$ cat src/pkg/port_power_pkg.sv
package port_power_pkg;

   localparam int NUM_PORTS = 3;
   localparam int ADDR_WIDTH = 4;
   localparam int DATA_WIDTH = 32;

   // Register byte offsets.
   localparam logic [ADDR_WIDTH-1:0] CTRL_OFFSET = 4'h0;
   localparam logic [ADDR_WIDTH-1:0] STATUS_OFFSET = 4'h4;
   localparam logic [ADDR_WIDTH-1:0] FAULT_OFFSET = 4'h8;

   // Control register fields.
   localparam int CTRL_POWER_LSB = 0;
   localparam int CTRL_COMBINED_LSB = 3;
   localparam int CTRL_SWAP_ALT_BIT = 6;
   localparam int CTRL_WIDTH = 7;
   localparam logic [CTRL_WIDTH-1:0] CTRL_RESET = 7'h00;

   // Status register fields.
   localparam int STAT_STRAP_LSB = 0;
   localparam int STAT_OC_LSB = 3;
   localparam int STAT_HUB_BIT = 6;
   localparam int STAT_UP1_BIT = 7;
   localparam int STAT_REG_BIT = 8;

   // Fault register fields and reset values.
   localparam int FAULT_LSB = 0;
   localparam logic [NUM_PORTS-1:0] FAULT_RESET = 3'h0;
   localparam logic [NUM_PORTS-1:0] STRAP_RESET = 3'h0;
   localparam logic [NUM_PORTS-1:0] OC_PIN_RESET = 3'h7;

   // Strap settling time before capture after the chip reset rises.
   localparam int CLK_PERIOD_NS = 40;
   localparam int STRAP_SETTLE_NS = 1000;
   localparam int STRAP_SETTLE_CYCLES = (STRAP_SETTLE_NS + CLK_PERIOD_NS - 1) / CLK_PERIOD_NS;
   localparam int SETTLE_CNT_WIDTH = 5;

   // Edges a released combined pin is not sensed, covering the synchroniser lag.
   localparam int RELEASE_BLANK_CYCLES = 4;

   typedef enum logic [1:0] {
      MODE_POR_CAPTURE = 2'b00,
      MODE_STANDBY = 2'b01,
      MODE_SETTLE = 2'b10,
      MODE_HUB = 2'b11
   } mode_type;

endpackage : port_power_pkg

$ cat src/pkg/port_ctrl_if.sv
`timescale 1ns/1ps
interface port_ctrl_if;
   import port_power_pkg::*;
   logic [NUM_PORTS-1:0] pin_level;
   logic [NUM_PORTS-1:0] oc_pin_level;
   logic [NUM_PORTS-1:0] power_req;
   logic [NUM_PORTS-1:0] combined_sel;
   logic [NUM_PORTS-1:0] strap;
   logic [NUM_PORTS-1:0] overcurrent;
   logic drive_en;
   logic capture;
   logic swap_alt;

   modport ctrl (
      output pin_level,
      output oc_pin_level,
      output power_req,
      output combined_sel,
      output drive_en,
      output capture,
      output swap_alt,
      input strap,
      input overcurrent
   );

   modport port (
      input pin_level,
      input oc_pin_level,
      input power_req,
      input combined_sel,
      input drive_en,
      input capture,
      input swap_alt,
      output strap,
      output overcurrent
   );
endinterface : port_ctrl_if

$ cat src/core/port_power_strap_mode_ctrl.sv
// Implementation choices: the Avalon-MM slave port and the register offsets.
`timescale 1ns/1ps
// Behaviour
// - Dedicated power output drives high for port power on, low for off.
// - Combined pin is open drain, enabling power and sensing over-current.
// - Latched charge strap 1 enables charging on its port, 0 disables.
// - Straps captured at power-on reset and each chip reset rise, then held.
// - Chip reset low means standby: ports undriven, only reset input and register reads watched.
// - Chip reset high means hub mode with charger detection enabled.
// - Regulator enable follows chip reset high, off in standby.
// - Configuration may take swap select from the port b pin instead.
// - Swap select 0 keeps port 0 upstream; 1 makes port 1 upstream.
// - Standby discards configuration; defaults are restored before operating.
module port_power_strap_mode_ctrl (
   input wire logic sys_clk,
   input wire logic resetn,
   input wire logic chip_reset_low,
   input wire logic swap_select_pin,
   input wire logic port_b_overcurrent_low,
   input wire logic port_c_overcurrent_low,
   input wire logic port_d_overcurrent_low,
   input wire logic port_b_combined_pin_in,
   input wire logic port_c_combined_pin_in,
   input wire logic port_d_combined_pin_in,
   output logic port_b_combined_pin_out,
   output logic port_c_combined_pin_out,
   output logic port_d_combined_pin_out,
   output logic port_b_combined_pin_oe_n,
   output logic port_c_combined_pin_oe_n,
   output logic port_d_combined_pin_oe_n,
   output logic port_b_charge_enable,
   output logic port_c_charge_enable,
   output logic port_d_charge_enable,
   output logic hub_mode,
   output logic charger_detect_enable,
   output logic regulator_enable,
   output logic upstream_is_port1,
   input wire logic [port_power_pkg::ADDR_WIDTH-1:0] avs_address,
   input wire logic avs_read,
   input wire logic avs_write,
   input wire logic [port_power_pkg::DATA_WIDTH-1:0] avs_writedata,
   output logic [port_power_pkg::DATA_WIDTH-1:0] avs_readdata,
   output logic avs_waitrequest
);
   import port_power_pkg::*;

   logic rst_meta_q;
   logic rst_n;

   logic chip_run;
   logic swap_pin_level;
   logic [NUM_PORTS-1:0] oc_pin_level;
   logic [NUM_PORTS-1:0] pin_level;

   mode_type mode_q;
   mode_type mode_d;
   logic [SETTLE_CNT_WIDTH-1:0] settle_cnt_q;
   logic [SETTLE_CNT_WIDTH-1:0] settle_cnt_d;
   logic capture;

   logic [CTRL_WIDTH-1:0] ctrl_q;
   logic [CTRL_WIDTH-1:0] ctrl_d;
   logic [NUM_PORTS-1:0] fault_q;
   logic [NUM_PORTS-1:0] fault_d;

   logic waitreq_q;
   logic waitreq_d;
   logic [DATA_WIDTH-1:0] rdata_q;
   logic [DATA_WIDTH-1:0] rdata_d;
   logic bus_req;
   logic bus_take;

   logic [NUM_PORTS-1:0] charge_q;
   logic [NUM_PORTS-1:0] charge_d;
   logic hub_q;
   logic hub_d;
   logic reg_en_q;
   logic reg_en_d;
   logic up1_q;
   logic up1_d;
   logic swap_value;

   logic [NUM_PORTS-1:0] pin_out;
   logic [NUM_PORTS-1:0] pin_oe_n;

   port_ctrl_if pif ();

   // Reset release is synchronised; assertion stays asynchronous.
   always_ff @(posedge sys_clk or negedge resetn) begin
      if (!resetn) begin
         rst_meta_q <= 1'b0;
         rst_n <= 1'b0;
      end else begin
         rst_meta_q <= 1'b1;
         rst_n <= rst_meta_q;
      end
   end

   // The chip reset pin idles low so that the block starts in standby.
   input_sync #(
      .WIDTH(2),
      .RESET_VALUE(2'h0)
   ) u_sync_ctrl (
      .sys_clk(sys_clk),
      .rst_n(rst_n),
      .async_in({swap_select_pin, chip_reset_low}),
      .level_out({swap_pin_level, chip_run})
   );

   // Sense inputs have pull-ups, so they rest at the no-fault level.
   input_sync #(
      .WIDTH(NUM_PORTS),
      .RESET_VALUE(OC_PIN_RESET)
   ) u_sync_oc (
      .sys_clk(sys_clk),
      .rst_n(rst_n),
      .async_in({port_d_overcurrent_low, port_c_overcurrent_low, port_b_overcurrent_low}),
      .level_out(oc_pin_level)
   );

   input_sync #(
      .WIDTH(NUM_PORTS),
      .RESET_VALUE(OC_PIN_RESET)
   ) u_sync_pin (
      .sys_clk(sys_clk),
      .rst_n(rst_n),
      .async_in({port_d_combined_pin_in, port_c_combined_pin_in, port_b_combined_pin_in}),
      .level_out(pin_level)
   );

   // Mode sequencing: power-on capture, standby, strap settle, hub.
   always_comb begin
      mode_d = mode_q;
      settle_cnt_d = settle_cnt_q;
      capture = 1'b0;
      case (mode_q)
         MODE_POR_CAPTURE: begin
            // The pin levels need the synchroniser's latency before they are taken.
            if (settle_cnt_q == SETTLE_CNT_WIDTH'(STRAP_SETTLE_CYCLES - 1)) begin
               capture = 1'b1;
               mode_d = MODE_STANDBY;
            end else begin
               settle_cnt_d = settle_cnt_q + 1'b1;
            end
         end
         MODE_STANDBY: begin
            settle_cnt_d = '0;
            if (chip_run) begin
               mode_d = MODE_SETTLE;
            end
         end
         MODE_SETTLE: begin
            if (!chip_run) begin
               mode_d = MODE_STANDBY;
            end else if (settle_cnt_q == SETTLE_CNT_WIDTH'(STRAP_SETTLE_CYCLES - 1)) begin
               // Straps are taken after the settle time, before pins are driven.
               capture = 1'b1;
               mode_d = MODE_HUB;
            end else begin
               settle_cnt_d = settle_cnt_q + 1'b1;
            end
         end
         MODE_HUB: begin
            if (!chip_run) begin
               mode_d = MODE_STANDBY;
            end
         end
         default: begin
            mode_d = MODE_STANDBY;
         end
      endcase
   end

   always_ff @(posedge sys_clk or negedge rst_n) begin
      if (!rst_n) begin
         mode_q <= MODE_POR_CAPTURE;
         settle_cnt_q <= '0;
      end else begin
         mode_q <= mode_d;
         settle_cnt_q <= settle_cnt_d;
      end
   end

   // Register slave: one wait cycle, then a single-cycle answer.
   assign bus_req = avs_read || avs_write;
   assign bus_take = bus_req && !waitreq_q;

   always_comb begin
      waitreq_d = !(bus_req && waitreq_q);
      rdata_d = '0;
      if (bus_req && waitreq_q && avs_read) begin
         case (avs_address)
            CTRL_OFFSET: begin
               rdata_d[CTRL_WIDTH-1:0] = ctrl_q;
            end
            STATUS_OFFSET: begin
               rdata_d[STAT_STRAP_LSB +: NUM_PORTS] = pif.strap;
               rdata_d[STAT_OC_LSB +: NUM_PORTS] = pif.overcurrent;
               rdata_d[STAT_HUB_BIT] = hub_q;
               rdata_d[STAT_UP1_BIT] = up1_q;
               rdata_d[STAT_REG_BIT] = reg_en_q;
            end
            FAULT_OFFSET: begin
               rdata_d[FAULT_LSB +: NUM_PORTS] = fault_q;
            end
            default: begin
               rdata_d = '0;
            end
         endcase
      end else if (!waitreq_q) begin
         rdata_d = '0;
      end
   end

   always_ff @(posedge sys_clk or negedge rst_n) begin
      if (!rst_n) begin
         waitreq_q <= 1'b1;
         rdata_q <= '0;
      end else begin
         waitreq_q <= waitreq_d;
         rdata_q <= rdata_d;
      end
   end

   // Configuration lives only in hub mode; standby wipes it back to defaults.
   always_comb begin
      ctrl_d = ctrl_q;
      fault_d = fault_q;
      if (mode_q != MODE_HUB) begin
         ctrl_d = CTRL_RESET;
         fault_d = FAULT_RESET;
      end else begin
         if (bus_take && avs_write && avs_address == CTRL_OFFSET) begin
            ctrl_d = avs_writedata[CTRL_WIDTH-1:0];
         end
         if (bus_take && avs_write && avs_address == FAULT_OFFSET) begin
            fault_d = fault_q & ~avs_writedata[FAULT_LSB +: NUM_PORTS];
         end
         // A fault arriving with its clear is kept.
         fault_d = fault_d | pif.overcurrent;
      end
   end

   always_ff @(posedge sys_clk or negedge rst_n) begin
      if (!rst_n) begin
         ctrl_q <= CTRL_RESET;
         fault_q <= FAULT_RESET;
      end else begin
         ctrl_q <= ctrl_d;
         fault_q <= fault_d;
      end
   end

   // A latched fault holds the port off until software clears it.
   assign pif.pin_level = pin_level;
   assign pif.oc_pin_level = oc_pin_level;
   assign pif.power_req = ctrl_q[CTRL_POWER_LSB +: NUM_PORTS] & ~fault_q;
   assign pif.combined_sel = ctrl_q[CTRL_COMBINED_LSB +: NUM_PORTS];
   assign pif.swap_alt = ctrl_q[CTRL_SWAP_ALT_BIT];
   assign pif.drive_en = (mode_q == MODE_HUB);
   assign pif.capture = capture;

   port_pins u_pins (
      .sys_clk(sys_clk),
      .rst_n(rst_n),
      .ctl(pif.port),
      .pin_out(pin_out),
      .pin_oe_n(pin_oe_n)
   );

   // Swap select source is the dedicated pin or, when configured, port b.
   assign swap_value = pif.swap_alt ? pin_level[0] : swap_pin_level;

   always_comb begin
      // Taken from the present mode so that the new straps are out with hub mode.
      hub_d = (mode_q == MODE_HUB);
      reg_en_d = chip_run;
      charge_d = (mode_q == MODE_HUB) ? pif.strap : '0;
      up1_d = (mode_q == MODE_HUB) && swap_value;
   end

   always_ff @(posedge sys_clk or negedge rst_n) begin
      if (!rst_n) begin
         hub_q <= 1'b0;
         reg_en_q <= 1'b0;
         charge_q <= '0;
         up1_q <= 1'b0;
      end else begin
         hub_q <= hub_d;
         reg_en_q <= reg_en_d;
         charge_q <= charge_d;
         up1_q <= up1_d;
      end
   end

   assign port_b_combined_pin_out = pin_out[0];
   assign port_c_combined_pin_out = pin_out[1];
   assign port_d_combined_pin_out = pin_out[2];
   assign port_b_combined_pin_oe_n = pin_oe_n[0];
   assign port_c_combined_pin_oe_n = pin_oe_n[1];
   assign port_d_combined_pin_oe_n = pin_oe_n[2];
   assign port_b_charge_enable = charge_q[0];
   assign port_c_charge_enable = charge_q[1];
   assign port_d_charge_enable = charge_q[2];
   assign hub_mode = hub_q;
   assign charger_detect_enable = hub_q;
   assign regulator_enable = reg_en_q;
   assign upstream_is_port1 = up1_q;
   assign avs_readdata = rdata_q;
   assign avs_waitrequest = waitreq_q;

endmodule : port_power_strap_mode_ctrl

$ cat src/core/input_sync.sv
`timescale 1ns/1ps
module input_sync #(
   parameter int WIDTH = 1,
   parameter logic [WIDTH-1:0] RESET_VALUE = '0
) (
   input wire logic sys_clk,
   input wire logic rst_n,
   input wire logic [WIDTH-1:0] async_in,
   output logic [WIDTH-1:0] level_out
);
   logic [WIDTH-1:0] meta_q;
   logic [WIDTH-1:0] stage2_q;
   logic [WIDTH-1:0] stage3_q;
   logic [WIDTH-1:0] level_q;
   logic [WIDTH-1:0] level_d;

   // A change is accepted only once the second and third stages agree.
   always_comb begin
      for (int i = 0; i < WIDTH; i++) begin
         level_d[i] = (stage2_q[i] == stage3_q[i]) ? stage3_q[i] : level_q[i];
      end
   end

   always_ff @(posedge sys_clk or negedge rst_n) begin
      if (!rst_n) begin
         meta_q <= RESET_VALUE;
         stage2_q <= RESET_VALUE;
         stage3_q <= RESET_VALUE;
         level_q <= RESET_VALUE;
      end else begin
         meta_q <= async_in;
         stage2_q <= meta_q;
         stage3_q <= stage2_q;
         level_q <= level_d;
      end
   end

   assign level_out = level_q;
endmodule : input_sync

$ cat src/core/port_pins.sv
`timescale 1ns/1ps
module port_pins (
   input wire logic sys_clk,
   input wire logic rst_n,
   port_ctrl_if.port ctl,
   output logic [port_power_pkg::NUM_PORTS-1:0] pin_out,
   output logic [port_power_pkg::NUM_PORTS-1:0] pin_oe_n
);
   import port_power_pkg::*;

   logic [NUM_PORTS-1:0] strap_q;
   logic [NUM_PORTS-1:0] strap_d;
   logic [NUM_PORTS-1:0] oc_q;
   logic [NUM_PORTS-1:0] oc_d;
   logic [NUM_PORTS-1:0] out_q;
   logic [NUM_PORTS-1:0] out_d;
   logic [NUM_PORTS-1:0] oe_n_q;
   logic [NUM_PORTS-1:0] oe_n_d;
   logic [2:0] rel_cnt_q [NUM_PORTS];
   logic [2:0] rel_cnt_d [NUM_PORTS];

   for (genvar i = 0; i < NUM_PORTS; i++) begin : g_port
      always_comb begin
         strap_d[i] = ctl.capture ? ctl.pin_level[i] : strap_q[i];
         // A freshly released pin still reads low through the synchroniser.
         // Sensing it then would latch a false fault, so it is blanked.
         rel_cnt_d[i] = rel_cnt_q[i];
         if (!oe_n_q[i]) begin
            rel_cnt_d[i] = 3'h0;
         end else if (rel_cnt_q[i] != 3'(RELEASE_BLANK_CYCLES)) begin
            rel_cnt_d[i] = rel_cnt_q[i] + 3'h1;
         end
         out_d[i] = 1'b0;
         oe_n_d[i] = 1'b1;
         oc_d[i] = 1'b0;
         if (!ctl.drive_en || (i == 0 && ctl.swap_alt)) begin
            // Undriven while straps settle, in standby, or when the pin feeds swap select.
            out_d[i] = 1'b0;
            oe_n_d[i] = 1'b1;
         end else if (ctl.combined_sel[i]) begin
            // Open drain: pull low for off, release for on and sense the fault.
            out_d[i] = 1'b0;
            oe_n_d[i] = ctl.power_req[i];
            oc_d[i] = oe_n_q[i] && (rel_cnt_q[i] == 3'(RELEASE_BLANK_CYCLES)) &&
               !ctl.pin_level[i];
         end else begin
            out_d[i] = ctl.power_req[i];
            oe_n_d[i] = 1'b0;
            oc_d[i] = !ctl.oc_pin_level[i];
         end
      end
   end

   always_ff @(posedge sys_clk or negedge rst_n) begin
      if (!rst_n) begin
         strap_q <= STRAP_RESET;
         oc_q <= '0;
         out_q <= '0;
         oe_n_q <= '1;
         rel_cnt_q <= '{default: 3'h0};
      end else begin
         strap_q <= strap_d;
         oc_q <= oc_d;
         out_q <= out_d;
         oe_n_q <= oe_n_d;
         rel_cnt_q <= rel_cnt_d;
      end
   end

   assign ctl.strap = strap_q;
   assign ctl.overcurrent = oc_q;
   assign pin_out = out_q;
   assign pin_oe_n = oe_n_q;
endmodule : port_pins

$ cat config.mk
export PLATFORM = sky130hd
export DESIGN_NAME = port_power_strap_mode_ctrl
export DESIGN_NICKNAME = d
export VERILOG_FILES = /design/src/pkg/port_power_pkg.sv /design/src/pkg/port_ctrl_if.sv /design/src/core/port_power_strap_mode_ctrl.sv /design/src/core/input_sync.sv /design/src/core/port_pins.sv
export SDC_FILE = /design/constraint.sdc
export NUM_CORES = 1
export LEC_CHECK = 0
export ABC_AREA = 1
export ABC_CLOCK_PERIOD_IN_PS = 2400
export BUFFER_PORTS_ARGS = -buffer_cell sky130_fd_sc_hd__buf_2
export CORE_UTILIZATION = 48
export CTS_BUF_LIST = sky130_fd_sc_hd__clkbuf_8 sky130_fd_sc_hd__clkbuf_16
export DETAILED_ROUTE_END_ITERATION = 7
export GPL_TIMING_DRIVEN = 0
export PLACE_DENSITY = 0.76
export SYNTH_ARGS = -nofsm -noshare
export SYNTH_HDL_FRONTEND = slang
export SYNTH_SLANG_ARGS = --single-unit
export TNS_END_PERCENT = 1
$ cat constraint.sdc
create_clock -name sys_clk -period 2.4 [get_ports sys_clk]
set_input_delay 0.36 -clock sys_clk [delete_from_list [all_inputs] [get_ports sys_clk]]
set_output_delay 0.36 -clock sys_clk [all_outputs]
set_load 0.02 [all_outputs]
-- Yosys cells after proc, flatten, opt, wreduce, memory -nomap -nowiden
Cells that the tools add are included.
- $add $sub $neg: 4
- multipliers: 0
- div/mod/pow operators: 0
- order comparisons: 0
- equality and inequality tests: 29
- shift operators: 0
- muxes and demuxes: 47
- bitwise gates (word level): 5
- reductions and logical operators: 30
- operators with widths (cell ; number):
    $mux W3 ; 10
    $mux W1 ; 21
    $pmux W5 S3 ; 1
    $mux W7 ; 2
    $logic_and A1 B1 Y1 ; 13
    $mux W2 ; 6
    $ne A2 B2 Y1 const B ; 6
    $ne A3 B3 Y1 const B ; 4
    $mux W5 ; 2
    $add A3 B1 Y3 const B ; 3
    $eq A3 B3 Y1 const B ; 3
    $logic_not A1 Y1 ; 9
    $mux W9 ; 1
    $pmux W3 S3 ; 1
    $eq A1 B1 Y1 ; 8
    $pmux W2 S4 ; 1
    $pmux W4 S2 ; 1
    $and A3 B3 Y3 ; 2
    $not A3 Y3 ; 2
    $add A5 B1 Y5 const B ; 1
    $eq A5 B5 Y1 const B ; 1
    $eq A2 B2 Y1 const B ; 2
    $eq A4 B3 Y1 const B ; 1
    $eq A4 B4 Y1 const B ; 1
    other kinds (11) ; 13
- flip-flop bits (word level): 111
- latch bits: 0
- RAM bits: 0
- memory bits (read-only): 0
- input port bits: 48
- output and inout port bits: 46
- word-level logic and storage cells: 151
- memories: 0

-- Depth between registers and ports, before layout
Gate-level depths: netlist of the first run.
- depth in word-level cells: 8
- mapped depth: 8
- depth with buffers taken out: 8

-- By module
From an unflattened synthesis of the first run, not the netlist that was laid out.
- cells, all modules: 395
- area total of the unflattened synthesis: 3826.2 sq um
- modules (own cells, without submodules) (module ; instances ; cells an instance ; area each (sq um) ; seq. area each (sq um)):
    port_power_strap_mode_ctrl ; 1 ; 224 ; 1903.1 ; 877.1
    port_pins ; 1 ; 107 ; 962.2 ; 529.3
    input_sync at u_sync_oc ... ; 2 ; 24 ; 364.1 ; 315.3
    input_sync at u_sync_ctrl ; 1 ; 16 ; 232.7 ; 200.2

-- Worst setup path after synthesis of the first run
OpenSTA, ideal clock, no wires.
- path kind: register to register
- start point: reg mode_q[0]
- end point: reg mode_q[1]
- setup time: 0.127 ns
- arrival: 1.113 ns
- data required time: 2.273 ns
- path slack: 1.160 ns
- cell stages (with the launch flop): 9
- buffers on the path: 0
- clock period less this slack: 1.240 ns
- cell sequence: dfrtp_1 -> inv_1 -> ha_1 -> nand2_1 -> nand2_1 -> nand2_1 -> nand2_1 -> nand2_1 -> o21ai_0
- word-level cells in the longest chain between the ends: 3
- elaborated cells between the ends (all ways): 10
- classes of those cells: eq/ne: 7; mux: 1; reduce/logical: 2
- ends and longest elaborated chain (element ; line ; text):
    start: declaration ; port_power_strap_mode_ctrl.sv:55 ; mode_type mode_q;
    start signal: assignment ; port_power_strap_mode_ctrl.sv:179 ; mode_q <= mode_d;
    $eq A2 B2 Y1, or another cell as far along ; port_power_strap_mode_ctrl.sv:136 ; case (mode_q)
    $ne A3 B3 Y1 (no line), or another cell as far along ; n/a ;
    $reduce_and A4 Y1 (no line) ; n/a ;
Several ways; a longest one is shown, not always the timed one.
A chain may end at the register's enable or synchronous reset.

-- Worst setup path in the final report of the first run
- start point: reg waitreq_q (netlist: avs_waitrequest)
- end point: out avs_waitrequest
- RTL lines (element ; line ; text):
    start: declaration ; port_power_strap_mode_ctrl.sv:66 ; logic waitreq_q;
    start signal: assignment ; port_power_strap_mode_ctrl.sv:220 ; waitreq_q <= waitreq_d;
    end: declaration ; port_power_strap_mode_ctrl.sv:43 ; output logic avs_waitrequest
No word-level cell between the ends.

==> metrics.md, run 1 <==
| Metric | Value |
|---|---|
| Status | finished, final reports clean |
| Multi-input logic area | 1160 um^2 |
| Latest clock arrival within the worst-skew pair | roughly 0.35 ns |
| Post-DP HPWL | roughly 4.4 mm |
| Reg2Reg Launch Point | mode_q[0] |
| I/O Buffers | 45 |
| Most common cell after layout, fill and taps aside | dfrtp_1 |
| CP startpoint | avs_waitrequest |
| Initial antenna violation count | 0 |
| Pin count of the biggest net entering global routing | 45 |
| Post-CTS setup buffers | 0 |
| P_leak | ~2.3 nW |
| Setup TNS | 0 ns |
| Clk_skew | roughly 0.0086 ns |
| DRT iter0 DRCs | around 150 |
| Critical Path Stages | 1 |
| Total Wirelength | 6.115 mm |
| H-Tree Depth | 3 |
| CTS tree | built |
| Antenna Nets Post-Route | 0 |
| Post-synth cell types | 37 |
| Resized Gates After CTS | 0 |
| Fin. Hold Viols | 0 |
| VDD IR-drop max | 350.1 uV |
| Final critical-path setup slack | 0.8855 ns |
| Buf+Inv Stages, Crit Path | 1 |
| WL/cell | ~12 um |
| Fin util | 0.5963 |
| Endpoints failing setup | 0 |
| Syn Area/Cell | 10.76 um^2 |
| Gr ovfl total | 0 |
| Clock sinks | just under 90 |
| Reg2reg setup slack | 0.96 ns |
| Worst path max stage delay | 0.62 ns |
| F_max | ~0.66 GHz |
| Num ports | 94 |
| Slew headroom | 0.6433 |
| Vias | between 2k and 2.5k |
| Worst r2r path cells | 7 |
| Num CTS Buffers | 9 |
| Worst setup SP type | register |
| Die H | 89.95 um |
| Global-route wire length before repair | ~11 mm |
| Post-synth EDFFs | 0 |
| Synth async-reset ratio | 1.000 |
| Final worst-path cycle share | 0.6310 |
| Pwr/cell area | about 870 nW/um^2 |
| GRT Total Usage | 0.1669 |
| Final nets | between 400 and 500 |
| WP data arrival | approximately 1.2 ns |
| Die Wd | approximately 90 um |
| Max Slew Vio Count | 0 |
| Hold Slack | a little over 0.1 ns |
| Worst Path Max Fanout | 4 |
| Gpl congestion | 0.8297 |
| Syn Std Cell Area | between 3000 and 4000 um^2 |
| Cells after synthesis | 345 |
| CP required | 2.04 ns |
| Die area | around 8000 um^2 |
| Slowest stage cell, crit path | dfstp_2 |
| Crit-path cells | buf_2 |
| Vias in the first global route | around 2.4k |
| Core area | 7370 um^2 |
| Commonest non-fill, non-tap cells in the layout | dfrtp_1 (59), nand2_1 (56), inv_1 (47) |
| Slew @ Worst Pin | between 0.5 and 0.6 ns |
| CTS max path bufs | 2 |
| Starting Density | 0.5037 |
| Yosys warns | 0 |
| Reg2reg end | mode_q[0] |
| Post-Place Setup Slack | between 0.9 and 1 ns |
| DRC viols | 0 |
| Ant diodes | 0 |
| # rows | 31 |
| Share of cells above drive strength 1 | 0.3093 |
| Critical Path Sink Type | output port |
| Register area | between 2000 and 2500 um^2 |
| Crit path time final | between 1.5 and 2 ns |
| RSZ-0062 raised after global routing | false |
| First-pass detailed-route iteration total | 4 |
| Setup CP Type | register to output port |
| Cts-stage hold buffer count | 1 |
| Via density | 4.550 |
| Number of max-cap violations | 0 |
| Post-synth top flop | dfrtp_1 |
| Yosys reg bits | just under 90 |
| Filler instances | 628 |
| Area grow syn2layout | 18.37% |
| Sequential area share after synthesis | 0.6026 |
| Worst setup endpoint | avs_waitrequest |
| Clk slew on worst S/H paths | 0.08 ns |
| Delay-heaviest family, CP | flip-flops |
| HP Class | primary input to register |
| Root Buffer | clkbuf_8 |
layout make-up:
| type | count | area share |
|---|---|---|
| Clock buffer | 12 | 0.03759 |
| Tap cell | 99 | 0.02819 |
| Sequential cell | 88 | 0.5100 |
| Multi-Input combinational cell | 203 | 0.2640 |
| Timing Repair Buffer | 47 | 0.05809 |
| Clock inverter | 4 | 0.01167 |
| Buffer | 26 | 0.04385 |
| Inverter | 50 | 0.04670 |
logic make-up (layout without fill, tap and decap cells):
family,Yosys count,after routing,share of synthesized area
AND/OR/NAND/NOR,106,106,0.1405
flip-flops,88,88,0.6026
buffers and inverters,76,139,0.1072
AO/OA/AOI/OAI,47,47,0.06943
adder cells (fa/ha/maj),22,22,0.06876
XOR/XNOR,4,4,0.009439
other,2,24,0.002023
through the flow:
stage / instance area (um^2) / power (mW) / std cells
2_1_floorplan: 3796 / 2.549 / 367
3_3_place_gp: 4145 / 2.710 / 511
3_5_place_dp: 4168 / 2.799 / 512
4_1_cts: 4394 / 3.875 / 529
5_1_grt: 4394 / 4.085 / 529
6_report: 4394 / 3.830 / 529
synth_stat cells (2+ instances only):
cell / count / area (um^2)
nor2_1: 8 / 30.03
dfrtp_1: 60 / 1501
or2_2: 2 / 12.51
nand3_1: 27 / 135.1
buf_4: 25 / 187.7
conb_1: 2 / 7.510
ha_1: 14 / 175.2
o211ai_1: 2 / 15.01
inv_1: 47 / 176.4
maj3_1: 8 / 80.08
o21ai_0: 18 / 90.09
nor2_2: 2 / 12.51
xnor2_1: 2 / 17.52
nor3_1: 3 / 15.01
xor2_1: 2 / 17.52
nand2_1: 56 / 210.2
o21ai_1: 8 / 40.04
a31oi_1: 2 / 12.51
a21oi_1: 12 / 60.06
dfstp_2: 28 / 735.7
power by group:
| part | internal [mW] | switching (mW) | total (mW) | leakage (nW) |
|---|---|---|---|---|
| clock network | 0.566 | 0.498 | 1.06 | 0.109 |
| logic | 0.339 | 0.512 | 0.851 | 1.09 |
| registers | 1.72 | 0.190 | 1.91 | 1.07 |
| total | 2.63 | 1.20 | 3.83 | 2.27 |
metal layers:
layer,track usage,up-vias,share of wire
li1,-,1208,-
met1,0.2038,1114,0.45
met2,0.2756,70,0.48
met3,0.02707,15,0.040
met4,0.1089,0,0.031
met5,0,-,0
worst min path at each step:
| stage | start | end | slack, ns | cells past startpoint |
|---|---|---|---|---|
| final | port_c_combined_pin_in | u_sync_pin.meta_q[1] | 0.10 | 1 |
| after global routing | port_d_combined_pin_in | u_sync_pin.meta_q[2] | 0.07 | 1 |
| after CTS | port_c_combined_pin_in | u_sync_pin.meta_q[1] | 0.07 | 1 |
| after detailed placement | resetn | rst_meta_q | 0.15 | 1 |
| after global placement | resetn | rst_meta_q | 0.15 | 1 |
| after floorplan | resetn | rst_meta_q | 0.06 | 0 |
registers in the layout (all words and copies together), names as in the netlist, 3 cells and up:
| signal | cells |
|---|---|
| u_sync_pin.level_out | 3 |
| settle_cnt_q | 5 |
| u_sync_oc.stage2_q | 3 |
| ctrl_q | 7 |
| u_pins.ctl.strap | 3 |
| u_sync_pin.stage3_q | 3 |
| u_pins.pin_oe_n | 3 |
| u_pins.ctl.overcurrent | 3 |
| u_sync_oc.meta_q | 3 |
| u_sync_pin.meta_q | 3 |
| u_sync_oc.level_out | 3 |
| u_pins.pin_out | 3 |
| u_sync_oc.stage3_q | 3 |
| charge_q | 3 |
| fault_q | 3 |
| u_pins.rel_cnt_q | 9 |
| avs_readdata | 9 |
| u_sync_pin.stage2_q | 3 |
(Power assumes the default switching activity.)
==> inputs of run 2 (changes only) <==
--- a/config.mk
+++ b/config.mk
@@ -6,13 +6,13 @@
 export NUM_CORES = 1
 export LEC_CHECK = 0
 export ABC_AREA = 1
-export ABC_CLOCK_PERIOD_IN_PS = 2400
+export ABC_CLOCK_PERIOD_IN_PS = 1400
 export BUFFER_PORTS_ARGS = -buffer_cell sky130_fd_sc_hd__buf_2
-export CORE_UTILIZATION = 48
+export CORE_UTILIZATION = 53
 export CTS_BUF_LIST = sky130_fd_sc_hd__clkbuf_8 sky130_fd_sc_hd__clkbuf_16
 export DETAILED_ROUTE_END_ITERATION = 7
 export GPL_TIMING_DRIVEN = 0
-export PLACE_DENSITY = 0.76
+export PLACE_DENSITY = 0.8
 export SYNTH_ARGS = -nofsm -noshare
 export SYNTH_HDL_FRONTEND = slang
 export SYNTH_SLANG_ARGS = --single-unit
==> constraint.sdc (replaced) <==
create_clock -name sys_clk -period 1.4 [get_ports sys_clk]
set_input_delay 0.21 -clock sys_clk [delete_from_list [all_inputs] [get_ports sys_clk]]
set_output_delay 0.21 -clock sys_clk [all_outputs]
set_load 0.02 [all_outputs]
==> run 2 against run 1 <==
Combinational power rose by 82%; core utilization rose by 6.3 points; total power rose by 68%; clock-buffer cell count fell by 1; wire length rose by 5.0%; setup slack got worse by 0.83 ns; critical path depth did not move.
==> metrics.md, run 2 (same netlist as run 1, synthesis figures left out) <==
| Metric | Value |
|---|---|
| Initial antenna violation count | 0 (unchanged) |
| Final worst-path cycle share | 0.9612 |
| Filler instances | 546 (was 628) |
| Root Buffer | clkbuf_8 (unchanged) |
| I/O Buffers | 45 (unchanged) |
| Clock sinks | 88 (unchanged) |
| WP data arrival | 1.14 ns (was 1.15 ns) |
| Global-route wire length before repair | 10.50 mm (was 10.56 mm) |
| Most common cell after layout, fill and taps aside | dfrtp_1 (unchanged) |
| WL/cell | 11.98 um (was 11.56 um) |
| Overall power consumption | 6.429 mW (was 3.830 mW) |
| Die H | 85.69 um (was 89.95 um) |
| First-pass detailed-route iteration total | 4 (unchanged) |
| DRT iter0 DRCs | 156 (was 153) |
| P_int | 4.332 mW (was 2.629 mW) |
| Delay-heaviest family, CP | flip-flops (unchanged) |
| Clk slew on worst S/H paths | 0.08 ns (about the same) |
| Post-DP HPWL | 4.408 mm (was 4.394 mm) |
| Area post-placement | 4144 um^2 (was 4168 um^2) |
| CTS max path bufs | 2 (unchanged) |
| Multi-input logic area | 1172 um^2 (was 1160 um^2) |
| Commonest non-fill, non-tap cells in the layout | dfrtp_1 (58), nand2_1 (54), inv_1 (47) (was dfrtp_1 (59), nand2_1 (56), inv_1 (47)) |
| Num ports | 94 (unchanged) |
| P_leak | 2.300 nW (was 2.270 nW) |
| Critical Path Sink Type | output port (unchanged) |
| Status | finished, final reports clean (unchanged) |
| Pin count of the biggest net entering global routing | 87 (was 45) |
| Final nets | 497 (was 487) |
| Fin. Hold Viols | 0 (unchanged) |
| Pwr/cell area | 1435 nW/um^2 (was 871.6 nW/um^2) |
| Setup CP Type | register to output port (unchanged) |
| Slew @ Worst Pin | 0.6068 ns (was 0.5350 ns) |
| HP Class | primary input to register (unchanged) |
| Total Wirelength | 6.420 mm (was 6.115 mm) |
| Clock share of power | 0.249 (was 0.278) |
| # rows | 30 (was 31) |
| CP required | 1.19 ns (was 2.04 ns) |
| H-Tree Depth | 3 (unchanged) |
| Share of cells above drive strength 1 | 0.3205 (was 0.3093) |
| Slowest stage cell, crit path | dfstp_2 (unchanged) |
| Gate power share | 0.240 (was 0.222) |
| Fin util | 0.6595 (was 0.5963) |
| Gr ovfl total | 0 (unchanged) |
| Gpl congestion | 0.8297 (unchanged) |
| DRC viols | 0 (unchanged) |
| Vias | 2518 (was 2407) |
| Number of max-cap violations | 0 (unchanged) |
| Area grow syn2layout | 20.69% (was 18.37%) |
| Sw Pwr | 2.097 mW (was 1.201 mW) |
| Worst setup SP type | register (unchanged) |
| Final instance area | 4481 um^2 (was 4394 um^2) |
| Slew headroom | 0.5954 (was 0.6433) |
| Num CTS Buffers | 9 (unchanged) |
| Via density | 4.698 (was 4.550) |
| Die area | 7343 um^2 (was 8090 um^2) |
| Buf+Inv Stages, Crit Path | 1 (unchanged) |
| Reg2reg setup slack | 0.07 ns (was 0.96 ns) |
| RSZ-0062 raised after global routing | true (was false) |
| CTS tree | built (unchanged) |
| Max Slew Vio Count | 0 (unchanged) |
| Endpoints failing setup | 0 (unchanged) |
| Crit-path cells | buf_4 (was buf_2) |
| Sequential power share | 0.510 (was 0.500) |
| Crit path time final | ~1.3 ns |
| Vias in the first global route | 2361 (was 2362) |
| F_max | 0.7431 GHz |
| Starting Density | 0.5464 (was 0.5037) |
| Latest clock arrival within the worst-skew pair | 0.36 ns (was 0.35 ns) |
| GRT Total Usage | 0.1873 (was 0.1669) |
| Worst path max stage delay | 0.62 ns (about the same) |
| Clk_skew | 0.01139 ns (was 0.008594 ns) |
| Register area | 2242 um^2 (was 2241 um^2) |
| Worst Path Max Fanout | 4 (unchanged) |
| Die Wd | 85.69 um (was 89.95 um) |
| Ant diodes | 0 (unchanged) |
| Setup TNS | 0 ns (unchanged) |
| VDD IR-drop max | 908.8 uV (was 350.1 uV) |
| Antenna Nets Post-Route | 0 (unchanged) |
| Core area | 6794 um^2 (was 7370 um^2) |
| Sw Share | 0.3262 (was 0.3136) |
==> run 2: cell types whose count changed in the layout (fill, tap and decap cells not counted), sizes merged <==
cell / previous run / this run
buf: 72 / 74
bufinv: 1 / 0
clkinv: 4 / 5
inv: 48 / 49
dlygate4sd3: 1 / 9
clkbuf: 12 / 11
==> run 2: final cells by class <==
class                   count  area share
clock inverters             5    0.007540
repair buffers             57     0.08042
well taps                  96     0.02681
plain buffers              26     0.04300
inverters                  50     0.04636
clock buffers              11     0.03379
multi-input cells         203      0.2617
flip-flops and latches     88      0.5004
==> run 2: final timing paths <==
kind | start | endpoint | cells past startpoint
setup / recovery | avs_waitrequest | avs_waitrequest | 1
hold / removal | avs_writedata[3] | ctrl_q[3] | 3
setup reg to reg | mode_q[1] | settle_cnt_q[0] | 5
hold reg to reg | rst_n | u_pins.pin_out[1] | 0
max in group asynchronous | rst_n | avs_waitrequest | 1
min in group asynchronous | resetn | rst_meta_q | 2
==> run 2: metal layers <==
metal	track usage	up-vias	share of wire
li1	-	1231	-
met1	0.2331	1212	0.44
met2	0.3084	62	0.50
met3	0.04235	13	0.042
met4	0.09697	0	0.020
met5	0	-	0
==> run 2: stage by stage <==
stage                     hold WS [ns]  instances  worst slack, ns
after floorplan               -0.08559        367           0.1599
after global placement       -0.005069        508         -0.01271
after detailed placement      0.001637        508         -0.08268
after CTS                      0.08261        533          0.01223
after global routing            0.1041        536         -0.03940
final                          0.09746        536          0.05425
==> run 2: what timing repair did <==
| item | 4_1_cts | 5_1_grt |
|---|---|---|
| hold buffers | 9 | 0 |
| hold endpoints to repair | 10 | 0 |
| resized for setup | 3 | 7 |
| pin swaps | 0 | 1 |
| setup endpoints to repair | 8 | 10 |
| setup buffers | 0 | 3 |
==> run 2: power by group through the flow <==
stage,Combinational [mW],Clock (mW),Sequential [mW]
6_report,1.55,1.60,3.28
5_1_grt,1.78,1.75,3.34
3_3_place_gp,1.32,0,3.32
2_1_floorplan,1.05,0,3.32
4_1_cts,1.46,1.65,3.30
3_5_place_dp,1.44,0,3.34
